==> src/verilog/sfr_pkg.sv <==
// Shared constants and types for the serial flash read engine
package sfr_pkg;

	// ----------------------------------------------------------------
	// Command codes
	// ----------------------------------------------------------------
	localparam logic [7:0] CMD_READ      = 8'h03;
	localparam logic [7:0] CMD_FAST      = 8'h0B;
	localparam logic [7:0] CMD_DUAL_OUT  = 8'h3B;
	localparam logic [7:0] CMD_QUAD_OUT  = 8'h6B;
	localparam logic [7:0] CMD_DUAL_IO   = 8'hBB;
	localparam logic [7:0] CMD_QUAD_IO   = 8'hEB;
	localparam logic [7:0] CMD_QUAD_WORD = 8'hE7;
	localparam logic [7:0] CMD_SET_WRAP  = 8'h77;

	// ----------------------------------------------------------------
	// Serial phase lengths and positions, in serial clocks, and the continuous mode match code
	// ----------------------------------------------------------------
	localparam logic [4:0] CMD_CLOCKS        = 5'h08;
	localparam logic [4:0] ADDR_CLOCKS_X1    = 5'h18;
	localparam logic [4:0] ADDR_CLOCKS_X2    = 5'h0C;
	localparam logic [4:0] ADDR_CLOCKS_X4    = 5'h06;
	localparam logic [4:0] MODE_CLOCKS_X2    = 5'h04;
	localparam logic [4:0] MODE_CLOCKS_X4    = 5'h02;
	localparam logic [4:0] DUMMY_CLOCKS_BYTE = 5'h08;
	localparam logic [4:0] DUMMY_CLOCKS_QIO  = 5'h04;
	localparam logic [4:0] DUMMY_CLOCKS_WORD = 5'h02;
	localparam logic [4:0] WRAP_CLOCKS       = 5'h08;
	localparam logic [4:0] WRAP_BITS_CLOCK   = 5'h06;
	localparam logic [1:0] CONT_MODE_MATCH   = 2'h2;

	// ----------------------------------------------------------------
	// Register map (byte addresses) and fields
	// ----------------------------------------------------------------
	localparam logic [7:0] OFS_CTRL   = 8'h00;
	localparam logic [7:0] OFS_STATUS = 8'h04;
	localparam logic [7:0] OFS_ADDR   = 8'h08;
	localparam int         CTRL_QE_POS   = 0;
	localparam int         CTRL_BUSY_POS = 1;
	localparam logic [1:0] CTRL_RESET    = 2'h0;
	localparam logic       WRAP_DIS_RESET = 1'b1;
	localparam logic [1:0] WRAP_LEN_RESET = 2'h0;

	// ----------------------------------------------------------------
	// Types
	// ----------------------------------------------------------------
	typedef enum logic [2:0] {
		ST_IDLE   = 3'h0,
		ST_CMD    = 3'h1,
		ST_ADDR   = 3'h3,
		ST_MODE   = 3'h2,
		ST_DUMMY  = 3'h6,
		ST_DATA   = 3'h7,
		ST_IGNORE = 3'h5,
		ST_WRAP   = 3'h4
	} sfr_state_t;

	typedef enum logic [2:0] {
		K_READ  = 3'h0,
		K_FAST  = 3'h1,
		K_DOUT  = 3'h2,
		K_QOUT  = 3'h3,
		K_DIO   = 3'h4,
		K_QIO   = 3'h5,
		K_QWORD = 3'h6,
		K_WRAP  = 3'h7
	} sfr_kind_t;

endpackage : sfr_pkg

==> src/verilog/sfr_sync.sv <==
// Two-stage synchroniser with edge detection on the settled stage
`timescale 1ns/10ps
module sfr_sync #(
	parameter int W = 1
) (
	input  wire logic         clk_i,
	input  wire logic         rst_i,
	input  wire logic [W-1:0] async_i,
	input  wire logic [W-1:0] reset_val_i,
	output logic      [W-1:0] sync_o,
	output logic      [W-1:0] rise_o,
	output logic      [W-1:0] fall_o
);

	logic [W-1:0] meta;
	logic [W-1:0] settled;
	logic [W-1:0] last;

	// ----------------------------------------------------------------
	// Capture stages
	// ----------------------------------------------------------------
	// The first stage feeds only the second; edges look at later stages
	always_ff @(posedge clk_i) begin
		if (rst_i) begin
			meta    <= reset_val_i;
			settled <= reset_val_i;
			last    <= reset_val_i;
		end else begin
			meta    <= async_i;
			settled <= meta;
			last    <= settled;
		end
	end

	// Stages restart at the idle pin levels, so release shows no false select or edge
	assign sync_o = settled;
	assign rise_o = settled & ~last;
	assign fall_o = ~settled & last;

endmodule : sfr_sync

==> src/verilog/sfr_engine.sv <==
// Read-command engine of a serial flash with a Wishbone control port
`timescale 1ns/10ps
// Summary of operation
// Basic read: command then 24-bit address on IO0, sampled on rising clock.
// Basic read data leaves on IO1, changing on falling clock edges.
// Any start byte; address increments after each byte while select low.
// Reads are ignored while a program or erase cycle is busy.
// Fast read: command, address, one dummy byte serially, then IO1 data.
// Dual output read: serial header and dummy byte, data on IO1 and IO0.
// Quad output read: serial header and dummy byte, data on four lanes.
// Dual I/O read: address and mode byte two bits per clock, data likewise.
// Dual I/O mode bits 10 skip the next command code; otherwise required.
// Quad I/O read: address and mode by four, four dummy clocks, quad data.
// Quad I/O read runs only with the quad enable bit set; the engine does not check it for continuous mode reads.
// Quad I/O mode bits 10 skip the next command code; otherwise required.
// Word read: like quad I/O but only two dummy clocks, even address.
// Word read runs only with the quad enable bit set; the engine does not check it for continuous mode reads.
// Word read mode bits 10 skip the next command code; otherwise required.
// Host clears continuous mode by sending mode bits other than 10.
// With wrap on, quad I/O reads wrap within the aligned section.
// Wrap setting: one disable bit and a two-bit section length field.
// Set wrap: command, 24 dummy bits, 8 wrap bits on quad lanes.
// Length codes give 8, 16, 32, 64 bytes; disable bit one is default.
// Quad address nibbles carry four address bits, highest on IO3.
// Dual data: IO1 odd bits, IO0 even bits, highest pair first.
// Select high ends any read and releases the data lanes.
// After reset continuous mode is off and wrap is disabled.
module sfr_engine #(
	parameter int ADDR_W = 24
) (
	input  wire logic              clk_i,
	input  wire logic              rst_i,
	// Wishbone slave
	input  wire logic [7:0]        wb_adr_i,
	input  wire logic [31:0]       wb_dat_i,
	input  wire logic [3:0]        wb_sel_i,
	input  wire logic              wb_we_i,
	input  wire logic              wb_cyc_i,
	input  wire logic              wb_stb_i,
	output logic      [31:0]       wb_dat_o,
	output logic                   wb_ack_o,
	// Serial flash pins
	input  wire logic              sclk_i,
	input  wire logic              cs_n_i,
	input  wire logic [3:0]        io_i,
	output logic      [3:0]        io_o,
	output logic      [3:0]        io_oe_o,
	// Memory array read port, data valid one clock after the address
	output logic      [ADDR_W-1:0] mem_addr_o,
	input  wire logic [7:0]        mem_data_i
);

	// ----------------------------------------------------------------
	// Pin synchronisers
	// ----------------------------------------------------------------
	logic [5:0] pin_sync;
	logic [5:0] pin_rise;
	logic [5:0] pin_fall;
	logic       sclk_rise;
	logic       sclk_fall;
	logic       cs_n;
	logic [3:0] io_in;

	sfr_sync #(.W(6)) u_sync (
		.clk_i      (clk_i),
		.rst_i      (rst_i),
		.async_i    ({cs_n_i, sclk_i, io_i}),
		.reset_val_i(6'h20),
		.sync_o     (pin_sync),
		.rise_o     (pin_rise),
		.fall_o     (pin_fall)
	);

	assign cs_n      = pin_sync[5];
	assign sclk_rise = pin_rise[4];
	assign sclk_fall = pin_fall[4];
	assign io_in     = pin_sync[3:0];

	// ----------------------------------------------------------------
	// Decoding helpers
	// ----------------------------------------------------------------
	// Lanes used for the address and mode byte
	function automatic logic [2:0] addr_lanes(input sfr_pkg::sfr_kind_t k);
		unique case (k)
			sfr_pkg::K_DIO:                 addr_lanes = 3'h2;
			sfr_pkg::K_QIO, sfr_pkg::K_QWORD: addr_lanes = 3'h4;
			default:                        addr_lanes = 3'h1;
		endcase
	endfunction : addr_lanes

	// Lanes used for data out
	function automatic logic [2:0] data_lanes(input sfr_pkg::sfr_kind_t k);
		unique case (k)
			sfr_pkg::K_DOUT, sfr_pkg::K_DIO: data_lanes = 3'h2;
			sfr_pkg::K_QOUT, sfr_pkg::K_QIO, sfr_pkg::K_QWORD: data_lanes = 3'h4;
			default:                        data_lanes = 3'h1;
		endcase
	endfunction : data_lanes

	function automatic logic [4:0] addr_clocks(input sfr_pkg::sfr_kind_t k);
		unique case (addr_lanes(k))
			3'h2:    addr_clocks = sfr_pkg::ADDR_CLOCKS_X2;
			3'h4:    addr_clocks = sfr_pkg::ADDR_CLOCKS_X4;
			default: addr_clocks = sfr_pkg::ADDR_CLOCKS_X1;
		endcase
	endfunction : addr_clocks

	function automatic logic [4:0] dummy_clocks(input sfr_pkg::sfr_kind_t k);
		unique case (k)
			sfr_pkg::K_FAST, sfr_pkg::K_DOUT, sfr_pkg::K_QOUT: dummy_clocks = sfr_pkg::DUMMY_CLOCKS_BYTE;
			sfr_pkg::K_QIO:   dummy_clocks = sfr_pkg::DUMMY_CLOCKS_QIO;
			sfr_pkg::K_QWORD: dummy_clocks = sfr_pkg::DUMMY_CLOCKS_WORD;
			default:          dummy_clocks = 5'h00;
		endcase
	endfunction : dummy_clocks

	function automatic logic has_mode(input sfr_pkg::sfr_kind_t k);
		has_mode = (k == sfr_pkg::K_DIO) || (k == sfr_pkg::K_QIO) || (k == sfr_pkg::K_QWORD);
	endfunction : has_mode

	// Shift a group of lane bits in, highest lane carrying the highest bit
	function automatic logic [ADDR_W-1:0] shift_in(input logic [ADDR_W-1:0] v, input logic [2:0] w,
	                                              input logic [3:0] io);
		unique case (w)
			3'h2:    shift_in = {v[ADDR_W-3:0], io[1:0]};
			3'h4:    shift_in = {v[ADDR_W-5:0], io[3:0]};
			default: shift_in = {v[ADDR_W-2:0], io[0]};
		endcase
	endfunction : shift_in

	// Next byte address, kept inside the aligned section when wrapping
	function automatic logic [ADDR_W-1:0] next_byte(input logic [ADDR_W-1:0] a, input logic wrap,
	                                               input logic [1:0] len);
		logic [ADDR_W-1:0] mask;
		logic [ADDR_W-1:0] inc;
		// Sections run 8, 16, 32 or 64 bytes, so the mask is the size less one
		mask = ADDR_W'((8'h08 << len) - 8'h01);
		inc  = a + ADDR_W'(1);
		if (wrap) begin
			next_byte = (a & ~mask) | (inc & mask);
		end else begin
			next_byte = inc;
		end
	endfunction : next_byte

	// ----------------------------------------------------------------
	// Register file state
	// ----------------------------------------------------------------
	logic        quad_enable_bit;
	logic        cycle_busy;
	logic        ack;
	logic [31:0] rdata;
	logic        next_quad_enable_bit;
	logic        next_cycle_busy;
	logic        next_ack;
	logic [31:0] next_rdata;

	// ----------------------------------------------------------------
	// Engine state
	// ----------------------------------------------------------------
	sfr_pkg::sfr_state_t state;
	sfr_pkg::sfr_state_t next_state;
	sfr_pkg::sfr_kind_t  kind;
	sfr_pkg::sfr_kind_t  next_kind;
	sfr_pkg::sfr_kind_t  cont_kind;
	sfr_pkg::sfr_kind_t  next_cont_kind;
	logic [4:0]          cnt;
	logic [4:0]          next_cnt;
	logic [ADDR_W-1:0]   addr;
	logic [ADDR_W-1:0]   next_addr;
	logic [7:0]          mode_byte;
	logic [7:0]          next_mode_byte;
	logic                continuous_mode_bits;
	logic                next_continuous_mode_bits;
	logic                wrap_disable_bit;
	logic                next_wrap_disable_bit;
	logic [1:0]          wrap_length_field;
	logic [1:0]          next_wrap_length_field;
	logic [7:0]          out_sh;
	logic [7:0]          next_out_sh;
	logic [3:0]          out_left;
	logic [3:0]          next_out_left;
	logic [3:0]          io_q;
	logic [3:0]          next_io_q;
	logic [3:0]          oe_q;
	logic [3:0]          next_oe_q;

	// ----------------------------------------------------------------
	// Wishbone slave
	// ----------------------------------------------------------------
	// Ack one clock after the strobe; the write lands on the edge that ends the ack
	always_comb begin
		next_quad_enable_bit = quad_enable_bit;
		next_cycle_busy      = cycle_busy;
		next_ack             = wb_cyc_i & wb_stb_i & ~ack;
		next_rdata           = rdata;
		if (wb_cyc_i && wb_stb_i && wb_we_i && ack && wb_sel_i[0] && (wb_adr_i == sfr_pkg::OFS_CTRL)) begin
			next_quad_enable_bit = wb_dat_i[sfr_pkg::CTRL_QE_POS];
			next_cycle_busy      = wb_dat_i[sfr_pkg::CTRL_BUSY_POS];
		end
		if (wb_cyc_i && wb_stb_i && !ack) begin
			unique case (wb_adr_i)
				sfr_pkg::OFS_CTRL:   next_rdata = {30'h0, cycle_busy, quad_enable_bit};
				sfr_pkg::OFS_STATUS: next_rdata = {24'h0, ~cs_n, state, wrap_length_field,
				                                   wrap_disable_bit, continuous_mode_bits};
				sfr_pkg::OFS_ADDR:   next_rdata = 32'(addr);
				default:             next_rdata = 32'h0;   // Unmapped reads as zero
			endcase
		end
	end

	always_ff @(posedge clk_i) begin
		if (rst_i) begin
			{cycle_busy, quad_enable_bit} <= sfr_pkg::CTRL_RESET;
			ack                           <= 1'b0;
			rdata                         <= 32'h0;
		end else begin
			quad_enable_bit <= next_quad_enable_bit;
			cycle_busy      <= next_cycle_busy;
			ack             <= next_ack;
			rdata           <= next_rdata;
		end
	end

	assign wb_ack_o = ack;
	assign wb_dat_o = rdata;

	// ----------------------------------------------------------------
	// Serial engine
	// ----------------------------------------------------------------
	// Inputs act on rising serial edges, outputs on falling ones
	always_comb begin
		next_state                = state;
		next_kind                 = kind;
		next_cont_kind            = cont_kind;
		next_cnt                  = cnt;
		next_addr                 = addr;
		next_mode_byte            = mode_byte;
		next_continuous_mode_bits = continuous_mode_bits;
		next_wrap_disable_bit     = wrap_disable_bit;
		next_wrap_length_field    = wrap_length_field;
		next_out_sh               = out_sh;
		next_out_left             = out_left;
		next_io_q                 = io_q;
		next_oe_q                 = oe_q;
		if (cs_n) begin
			next_state = sfr_pkg::ST_IDLE;
			next_oe_q  = 4'h0;
			next_cnt   = 5'h00;
		end else begin
			unique case (state)
				sfr_pkg::ST_IDLE: begin
					next_cnt = 5'h00;
					if (continuous_mode_bits) begin
						next_kind  = cont_kind;
						next_state = cycle_busy ? sfr_pkg::ST_IGNORE : sfr_pkg::ST_ADDR;
					end else begin
						next_state = sfr_pkg::ST_CMD;
					end
				end
				sfr_pkg::ST_CMD: begin
					if (sclk_rise) begin
						next_mode_byte = {mode_byte[6:0], io_in[0]};
						next_cnt       = cnt + 5'h01;
						if (next_cnt == sfr_pkg::CMD_CLOCKS) begin
							next_cnt   = 5'h00;
							next_state = sfr_pkg::ST_ADDR;
							unique case (next_mode_byte)
								sfr_pkg::CMD_READ:      next_kind = sfr_pkg::K_READ;
								sfr_pkg::CMD_FAST:      next_kind = sfr_pkg::K_FAST;
								sfr_pkg::CMD_DUAL_OUT:  next_kind = sfr_pkg::K_DOUT;
								sfr_pkg::CMD_QUAD_OUT:  next_kind = sfr_pkg::K_QOUT;
								sfr_pkg::CMD_DUAL_IO:   next_kind = sfr_pkg::K_DIO;
								sfr_pkg::CMD_QUAD_IO:   next_kind = sfr_pkg::K_QIO;
								sfr_pkg::CMD_QUAD_WORD: next_kind = sfr_pkg::K_QWORD;
								sfr_pkg::CMD_SET_WRAP: begin
									next_kind  = sfr_pkg::K_WRAP;
									next_state = sfr_pkg::ST_WRAP;
								end
								default:                next_state = sfr_pkg::ST_IGNORE;
							endcase
							// Quad I/O forms need quad enable; reads during a busy cycle are ignored
							if ((next_kind == sfr_pkg::K_QIO || next_kind == sfr_pkg::K_QWORD)
							    && !quad_enable_bit) begin
								next_state = sfr_pkg::ST_IGNORE;
							end
							if (cycle_busy && next_state == sfr_pkg::ST_ADDR) begin
								next_state = sfr_pkg::ST_IGNORE;
							end
						end
					end
				end
				sfr_pkg::ST_ADDR: begin
					if (sclk_rise) begin
						next_addr = shift_in(addr, addr_lanes(kind), io_in);
						next_cnt  = cnt + 5'h01;
						if (next_cnt == addr_clocks(kind)) begin
							next_cnt = 5'h00;
							if (has_mode(kind)) begin
								next_state = sfr_pkg::ST_MODE;
							end else if (dummy_clocks(kind) != 5'h00) begin
								next_state = sfr_pkg::ST_DUMMY;
							end else begin
								next_state    = sfr_pkg::ST_DATA;
								next_out_left = 4'h0;
							end
						end
					end
				end
				sfr_pkg::ST_MODE: begin
					if (sclk_rise) begin
						next_mode_byte = 8'(shift_in(ADDR_W'(mode_byte), addr_lanes(kind), io_in));
						next_cnt       = cnt + 5'h01;
						if (next_cnt == ((kind == sfr_pkg::K_DIO) ? sfr_pkg::MODE_CLOCKS_X2
						                                          : sfr_pkg::MODE_CLOCKS_X4)) begin
							next_cnt = 5'h00;
							// Mode bits 10 arm the next transaction without a command code
							next_continuous_mode_bits = (next_mode_byte[5:4] == sfr_pkg::CONT_MODE_MATCH);
							next_cont_kind            = kind;
							if (dummy_clocks(kind) != 5'h00) begin
								next_state = sfr_pkg::ST_DUMMY;
							end else begin
								next_state    = sfr_pkg::ST_DATA;
								next_out_left = 4'h0;
							end
						end
					end
				end
				sfr_pkg::ST_DUMMY: begin
					if (sclk_rise) begin
						next_cnt = cnt + 5'h01;
						if (next_cnt == dummy_clocks(kind)) begin
							next_cnt      = 5'h00;
							next_state    = sfr_pkg::ST_DATA;
							next_out_left = 4'h0;
						end
					end
				end
				sfr_pkg::ST_DATA: begin
					if (sclk_fall) begin
						// Byte boundary: take the fetched byte, move the fetch address on
						if (out_left == 4'h0) begin
							next_out_sh   = mem_data_i << data_lanes(kind);
							next_out_left = 4'h8 - 4'(data_lanes(kind));
							next_io_q     = mem_data_i[7:4];
							next_addr     = next_byte(addr, !wrap_disable_bit &&
							                (kind == sfr_pkg::K_QIO || kind == sfr_pkg::K_QWORD),
							                wrap_length_field);
						end else begin
							next_out_sh   = out_sh << data_lanes(kind);
							next_out_left = out_left - 4'(data_lanes(kind));
							next_io_q     = out_sh[7:4];
						end
						unique case (data_lanes(kind))
							3'h2: begin
								next_io_q = {2'h0, next_io_q[3:2]};
								next_oe_q = 4'h3;
							end
							3'h4: begin
								next_oe_q = 4'hF;
							end
							default: begin
								next_io_q = {2'h0, next_io_q[3], 1'b0};
								next_oe_q = 4'h2;
							end
						endcase
					end
				end
				sfr_pkg::ST_WRAP: begin
					if (sclk_rise) begin
						next_cnt = cnt + 5'h01;
						if (cnt == sfr_pkg::WRAP_BITS_CLOCK) begin
							next_mode_byte = {5'h00, io_in[2:0]};
						end
						// The setting changes only once the whole frame is in
						if (next_cnt == sfr_pkg::WRAP_CLOCKS) begin
							next_wrap_disable_bit  = mode_byte[0];
							next_wrap_length_field = mode_byte[2:1];
							next_state             = sfr_pkg::ST_IGNORE;
						end
					end
				end
				sfr_pkg::ST_IGNORE: begin
					next_oe_q = 4'h0;
				end
			endcase
		end
	end

	always_ff @(posedge clk_i) begin
		if (rst_i) begin
			state                <= sfr_pkg::ST_IDLE;
			kind                 <= sfr_pkg::K_READ;
			cont_kind            <= sfr_pkg::K_READ;
			cnt                  <= 5'h00;
			addr                 <= '0;
			mode_byte            <= 8'h00;
			continuous_mode_bits <= 1'b0;
			wrap_disable_bit     <= sfr_pkg::WRAP_DIS_RESET;
			wrap_length_field    <= sfr_pkg::WRAP_LEN_RESET;
			out_sh               <= 8'h00;
			out_left             <= 4'h0;
			io_q                 <= 4'h0;
			oe_q                 <= 4'h0;
		end else begin
			state                <= next_state;
			kind                 <= next_kind;
			cont_kind            <= next_cont_kind;
			cnt                  <= next_cnt;
			addr                 <= next_addr;
			mode_byte            <= next_mode_byte;
			continuous_mode_bits <= next_continuous_mode_bits;
			wrap_disable_bit     <= next_wrap_disable_bit;
			wrap_length_field    <= next_wrap_length_field;
			out_sh               <= next_out_sh;
			out_left             <= next_out_left;
			io_q                 <= next_io_q;
			oe_q                 <= next_oe_q;
		end
	end

	assign io_o       = io_q;
	assign io_oe_o    = oe_q;
	assign mem_addr_o = addr;   // Array sees the byte to send next

endmodule : sfr_engine

==> config.mk <==
export PLATFORM = sky130hd
export DESIGN_NAME = sfr_engine
export DESIGN_NICKNAME = d
export VERILOG_FILES = /design/src/verilog/sfr_pkg.sv /design/src/verilog/sfr_sync.sv /design/src/verilog/sfr_engine.sv
export SDC_FILE = /design/constraint.sdc
export NUM_CORES = 1
export LEC_CHECK = 0
export BUFFER_PORTS_ARGS = -buffer_cell sky130_fd_sc_hd__buf_2
export CAP_MARGIN = 20
export CORE_MARGIN = 1
export CORE_UTILIZATION = 55
export DETAILED_ROUTE_END_ITERATION = 8
export PLACE_DENSITY = 0.79
export SYNTH_ARGS = -nofsm -noshare
export SYNTH_HDL_FRONTEND = slang
export SYNTH_SLANG_ARGS = --single-unit
==> constraint.sdc <==
create_clock -name clk_i -period 3.9 [get_ports clk_i]
set_input_delay 0.975 -clock clk_i [delete_from_list [all_inputs] [get_ports clk_i]]
set_output_delay 0.975 -clock clk_i [all_outputs]
set_load 0.02 [all_outputs]
; ---- Word level (Yosys, flattened, before mapping)
; Index checks and enable logic that the tools add are counted.
[op_classes]
n_addsub = 5
eq_ne = 55
shifts = 3
n_mux = 112
bitwise_logic = 12
n_reduce_logical = 43
[ops]
columns = operator, n
row1 = 3-bit 2-to-1 mux, 43
row2 = 5-bit 2-to-1 mux, 24
row3 = 24-bit 2-to-1 mux, 4
row4 = 24-bit one-hot mux with 2 select lines, 2
row5 = 24-bit one-hot mux with 3 select lines, 1
row6 = 4-bit 2-to-1 mux, 13
row7 = 7-bit 2-to-1 mux, 7
row8 = 24-bit AND, 2
row9 = 3-bit == test (second input constant), 12
row10 = 2-bit inequality test (second input constant), 17
row11 = 5-bit one-hot mux with 6 select lines, 1
row12 = 24-bit by 1-bit adder with 24-bit output (second input constant), 1
row13 = 3-bit by 2-bit == test with 1-bit output (second input constant), 8
row14 = 8-bit == test (second input constant), 3
row15 = 24-bit inverter, 1
row16 = 24-bit OR, 1
row17 = 3-bit one-hot mux with 2 select lines, 4
row18 = 3-bit one-hot mux with 8 select lines, 1
row19 = 4-bit one-hot mux with 2 select lines, 3
row20 = 4-bit by 2-bit << shifter with 24-bit output (first input constant), 1
row21 = 24-bit by 1-bit subtractor with 24-bit output (second input constant), 1
row22 = 7-bit one-hot mux with 3 select lines, 1
row23 = 3-bit one-hot mux with 6 select lines, 1
row24 = 8-bit by 4-bit == test with 1-bit output (second input constant), 2
row25 = other kinds (45), 76
[word_totals]
reg_bits = 121
inputBits = 63
out_inout_bits = 65
wordCells = 250

; ---- Logic depth before layout (Yosys ltp)
[depth]
ltp_word = 22
depth_mapped = 14
ltp_nobuf = 13

; ---- By module
; From an unflattened synthesis, not the netlist that was laid out.
[hier_totals]
hier_cells = 956
area_unflattened_um2 = 7494.7
[by_module_without_submodules]
columns = mod, instances, cells_each, area_each_um2, seq_area_each_um2
row1 = sfr_engine, 1, 906, 6787.8, 1901.8
row2 = sfr_sync, 1, 50, 706.9, 360.3

; ---- Least setup slack after synthesis
; No wires, ideal clock.
[synth_path]
kind = flip-flop to flip-flop
startpoint = register kind[2]
endpoint = register out_sh[5]
setup_time_ps = 132
t_arrival_ps = 2923
t_required_ps = 3768
path_slack_ps = 845
path_stages_with_launch = 15
n_path_buf = 2
period_less_slack_ps = 3055
cell_sequence = dfxtp_1 -> a21bo_2 -> nor2_1 -> inv_1 -> o21ai_0 -> clkbuf_1 -> inv_1 -> ha_1 -> clkbuf_1 -> inv_1 -> mux4_2 -> mux2i_1 -> nor2_1 -> a211oi_1 -> nor3_1
[synth_via]
elab_chain_len = 9
elab_cells_between_ends = 19
classes_between = 5 x eq/ne / 2 x shift / 10 x mux / 2 x reduce/logical
[synth_lines]
columns = element, line_no
row1 = "start, declared", sfr_engine.sv:163  ; sfr_pkg::sfr_kind_t kind;
row2 = "start signal, assigned", sfr_engine.sv:393  ; kind <= sfr_pkg::K_READ;
row3 = "start signal, assigned", sfr_engine.sv:407  ; kind <= next_kind;
row4 = 3-bit == test / 3-bit by 2-bit == test with 1-bit output (equally long branches), sfr_engine.sv:93  ; unique case (k)
row5 = 3-bit OR reduction / 2-bit OR reduction (equally long branches), sfr_engine.sv:93
row6 = 3-bit one-hot mux with 2 select lines (*), sfr_engine.sv:93
row7 = 3-bit 2-to-1 mux, sfr_engine.sv:342  ; if (out_left == 4'h0) begin
row8 = 3-bit 2-to-1 mux, sfr_engine.sv:340  ; if (sclk_fall) begin
row9 = 3-bit 2-to-1 mux, sfr_engine.sv:251  ; unique case (state)
row10 = 3-bit 2-to-1 mux, sfr_engine.sv:246  ; if (cs_n) begin
row11 = 8-bit by 3-bit << shifter with 8-bit output (on tied branches), "sfr_engine.sv:350, sfr_engine.sv:343"
row12 = 8-bit 2-to-1 mux (*), sfr_engine.sv:342
row13 = "end signal, assigned", sfr_engine.sv:415  ; out_sh <= next_out_sh;
row14 = "end, declared", sfr_engine.sv:179  ; logic [7:0] out_sh;
; Every way passes the cells marked *; elsewhere a longest branch is shown, timed or not. The select of a mux whose other input is x is not followed.
; A chain may end at the register's enable or synchronous reset.

; ---- Final worst setup path
[layout_path]
startpoint = register kind[0]
endpoint = register out_left[1]
[layout_via]
elab_chain_len = 14
elab_cells_between_ends = 62
classes_between = 2 x add/sub / 17 x eq/ne / 34 x mux / 9 x reduce/logical
[layout_lines]
columns = element, line_no
row1 = 3-bit == test, n/a
row2 = 2-bit OR reduction, sfr_engine.sv:84  ; unique case (k)
row3 = 3-bit one-hot mux with 2 select lines, sfr_engine.sv:84
row4 = 3-bit 2-to-1 mux, sfr_engine.sv:294  ; if (sclk_rise) begin
row5 = 3-bit 2-to-1 mux, sfr_engine.sv:251
row6 = 3-bit 2-to-1 mux, sfr_engine.sv:246
row7 = 3-bit == test / 3-bit by 2-bit == test with 1-bit output (equally long branches), sfr_engine.sv:101  ; unique case (addr_lanes(k))
row8 = 5-bit one-hot mux with 2 select lines, sfr_engine.sv:101
row9 = 5-bit 2-to-1 mux, sfr_engine.sv:294
row10 = 5-bit 2-to-1 mux, sfr_engine.sv:251
row11 = 5-bit 2-to-1 mux, sfr_engine.sv:246
row12 = 5-bit == test, sfr_engine.sv:297  ; if (next_cnt == addr_clocks(kind)) begin
row13 = 2-bit inequality test (no line), n/a
row14 = 12-bit AND reduction (no line), n/a
row15 = "end signal, assigned", sfr_engine.sv:416  ; out_left <= next_out_left;
row16 = "end, declared", sfr_engine.sv:181  ; logic [3:0] out_left;
; Several ways; a longest one is shown, not always the timed one. The select of a mux whose other input is x is not followed.

==> flow_summary.toml <==
[grt]
grt_pass1_vias = 6242
top_usage_layer = "met2"
grtUsageMet3_pct = 4.203
grt_antenna_before_repair = 0
grt_usage_pct = 29.40
grt_pass1_wl_mm = 31.46
grt-ovfl-total = 0
grt_max_degree = 58
use_met1_pct = 40.95
use_met2_pct = 44.97

[power_and_ir_drop]
seq_power_share_pct = 51.2
switching_share_pct = 23.48
pwr-share-clk_pct = 44.8
net-switching-power_mw = 0.5112
ir_worst_vdd_mv = 0.1944
p_leak_nw = 2.934
power_frac_comb_pct = 4.0
p_int_mw = 1.665
power_density_mw_per_mm2 = 274.1

[drt]
drt-total-wl_mm = 19.67
vias = 7357
wire_per_inst_um = 17.21
drcViolationCount = 0
first_iter_violations = 788
first_pass_iters = 5
via_per_inst = 6.437
ant_nets = 0

[timing]
setup_tns_ns = 0
period_needed_ns = 3.293
finalSetupViolCount = 0
hold_viol_final = 0
slew_headroom_pct = 42.15
slew_violations = 0
max_freq_mhz = 303.7
min_period_over_period_pct = 84.43
finClkSkew_ns = 0.01013
tightest_slew_ns = 0.8666
rsz0062_at_grt = "false"

[critical_path]
start_kind = "register"
cp_cell_sequence = "a21bo_2, nor2_1, inv_1, o21ai_0, inv_1, ha_1, ha_1, fa_1, or4_1, a21oi_1"
required_ns = 4.19
max_stage_delay_ns = 0.67
cp_max_fo = 14
cp_top_family = "adder cells"
crit_slowest_cell = "dfxtp_1"
crit_path_end_kind = "register"
critPathArrivalTime_ns = 3.59
criticalPathCategory = "reg2reg"
critPathBufInv = 2

[die]
start_util_pct = 56.75
rows = 41
die_y_um = 116.6
core-area_mm2 = 0.01272
ios = 128
fp.dieW_um = 116.6
die-area_mm2 = 0.01359

[layout]
final_util_pct = 62.41
drive_gt1_share_pct = 16.89
areaGrowthSynthToFinish_pct = 9.983
nets = 1043
layout_common_cells = "nor2_1 (122), dfxtp_1 (108), buf_2 (86), a21oi_1 (72), nand2_1 (61)"
num_antenna_cells = 0
fill_cells = 1191
final_common_cell = "nor2_1"

[run]
max_cap_viol_count = 0

[placed_design]
place.port_buffers = 86
dp_hpwl_mm = 13.58
gp_congestion = 0.9381

[yosys]
yosysWarningCount = 0
ys_async_sr_fraction_pct = 0
synthAdderAreaFrac_pct = 2.669
syn_area_per_cell_um2 = 7.705
synth_ff_type = "dfxtp_1"
synth_top_family_by_area = "compound AO/OA/AOI/OAI gates"
synth_edf_count = 0
seq_area_frac_synth_pct = 29.95
synthXorXnorAreaFrac_pct = 2.617
synth-seq-cells = 108
synthCells = 937
synth-simple-area-share_pct = 24.84
synth_compound_area_share_pct = 27.04
muxShareOfSynthArea_pct = 5.667
synthDistinctLibCells = 87
syn-cell-area_mm2 = 0.007219

[min_path]
hold_class = "reg2reg"

[clocking]
numCtsBuffers = 9
clock_sinks = 108
cts_max_level = 3
clockRootBuffer = "clkbuf_16"
cts_setup_buffers = 0
tritoncts = "built"
cts_buffer_depth = 2
clkTransAtPathRegs_ns = 0.07
insertion_delay_ns = 0.36
post_cts_resized = 0
ctsHoldBuffers = 0

[status]
outcome = "completed"
==> per-layer routing <==
metal | vias up | share of wire, % | wire length [um]
met4 | 0 | 2.7 | 538
met3 | 46 | 6.6 | 1299
li1 | 3478 | - | -
met2 | 321 | 45 | 8938
met1 | 3512 | 45 | 8891
met5 | - | 0 | 0
==> final timing paths <==
| kind | cells past startpoint | slack (ns) | end | startpoint |
|---|---|---|---|---|
| worst max-delay path | 10 | 0.61 | out_left[1]$_SDFFE_PP0P_ | kind[0]$_SDFFE_PP0P_ |
| worst min-delay path | 1 | 0.41 | u_sync.sync_o[5]$_SDFF_PP1_ | u_sync.meta[5]$_SDFF_PP1_ |
| worst max register to register | 10 | 0.61 | out_left[1]$_SDFFE_PP0P_ | kind[0]$_SDFFE_PP0P_ |
| worst min register to register | 1 | 0.41 | u_sync.sync_o[5]$_SDFF_PP1_ | u_sync.meta[5]$_SDFF_PP1_ |
==> layout make-up <==
cell class	instances	area, um2	share of cell area [%]
multi-input cells	717	4571	57.56
repair buffers	106	584.3	7.359
clock buffers	10	239.0	3.010
inverters	24	90.09	1.135
clock inverters	6	78.83	0.9928
well taps	172	215.2	2.710
flip-flops and latches	108	2162	27.23
==> synthesized netlist by cell type (all sizes together), types with 13 or more instances <==
library cell / instances / area [um2]
nor2: 124 / 475.5
dfxtp: 108 / 2162
a21oi: 73 / 369.1
clkbuf: 62 / 234.0
nand2: 62 / 240.2
a22oi: 52 / 390.4
nor3: 49 / 255.3
o21ai: 43 / 215.2
buf: 33 / 193.9
inv: 24 / 90.09
mux2i: 24 / 240.2
nand3: 23 / 115.1
a211oi: 22 / 175.2
nor2b: 21 / 131.4
ha: 13 / 162.7
==> power by group through the flow <==
stage,sequential (mW),combinational [mW],clock (mW)
after floorplan,1.14,0.0637,0
after global placement,1.14,0.0838,0
after detailed placement,1.14,0.0847,0
after CTS,1.12,0.0849,0.990
after global routing,1.12,0.0947,1.03
final,1.12,0.0862,0.975
==> stage by stage <==
step	setup WS, ns	std cells	cell area, um2	hold slack (ns)	total power, mW
5_1_grt	0.4080	1143	7940	0.4287	2.245
3_5_place_dp	0.6608	1125	7606	0.3958	1.226
6_report	0.6072	1143	7940	0.4116	2.177
2_1_floorplan	0.8454	944	7246	0.3895	1.202
3_3_place_gp	0.7345	1125	7606	0.3905	1.225
4_1_cts	0.6535	1141	7924	0.4132	2.189
==> cells by family after synthesis <==
group,after synthesis
AND/OR/NAND/NOR,356
AO/OA/AOI/OAI,286
buffers and inverters,119
flip-flops,108
multiplexers,33
XOR/XNOR,19
adder cells (fa/ha/maj),15
other,1
==> worst register-to-register path, cell delays in order, from the launching register on <==
cell	delay, ns
dfxtp_1	0.67
a21bo_2	0.31
nor2_1	0.09
inv_1	0.09
o21ai_0	0.19
inv_1	0.17
ha_1	0.38
ha_1	0.25
fa_1	0.41
or4_1	0.52
a21oi_1	0.14
Note: power is estimated with default switching activity, not from simulation.
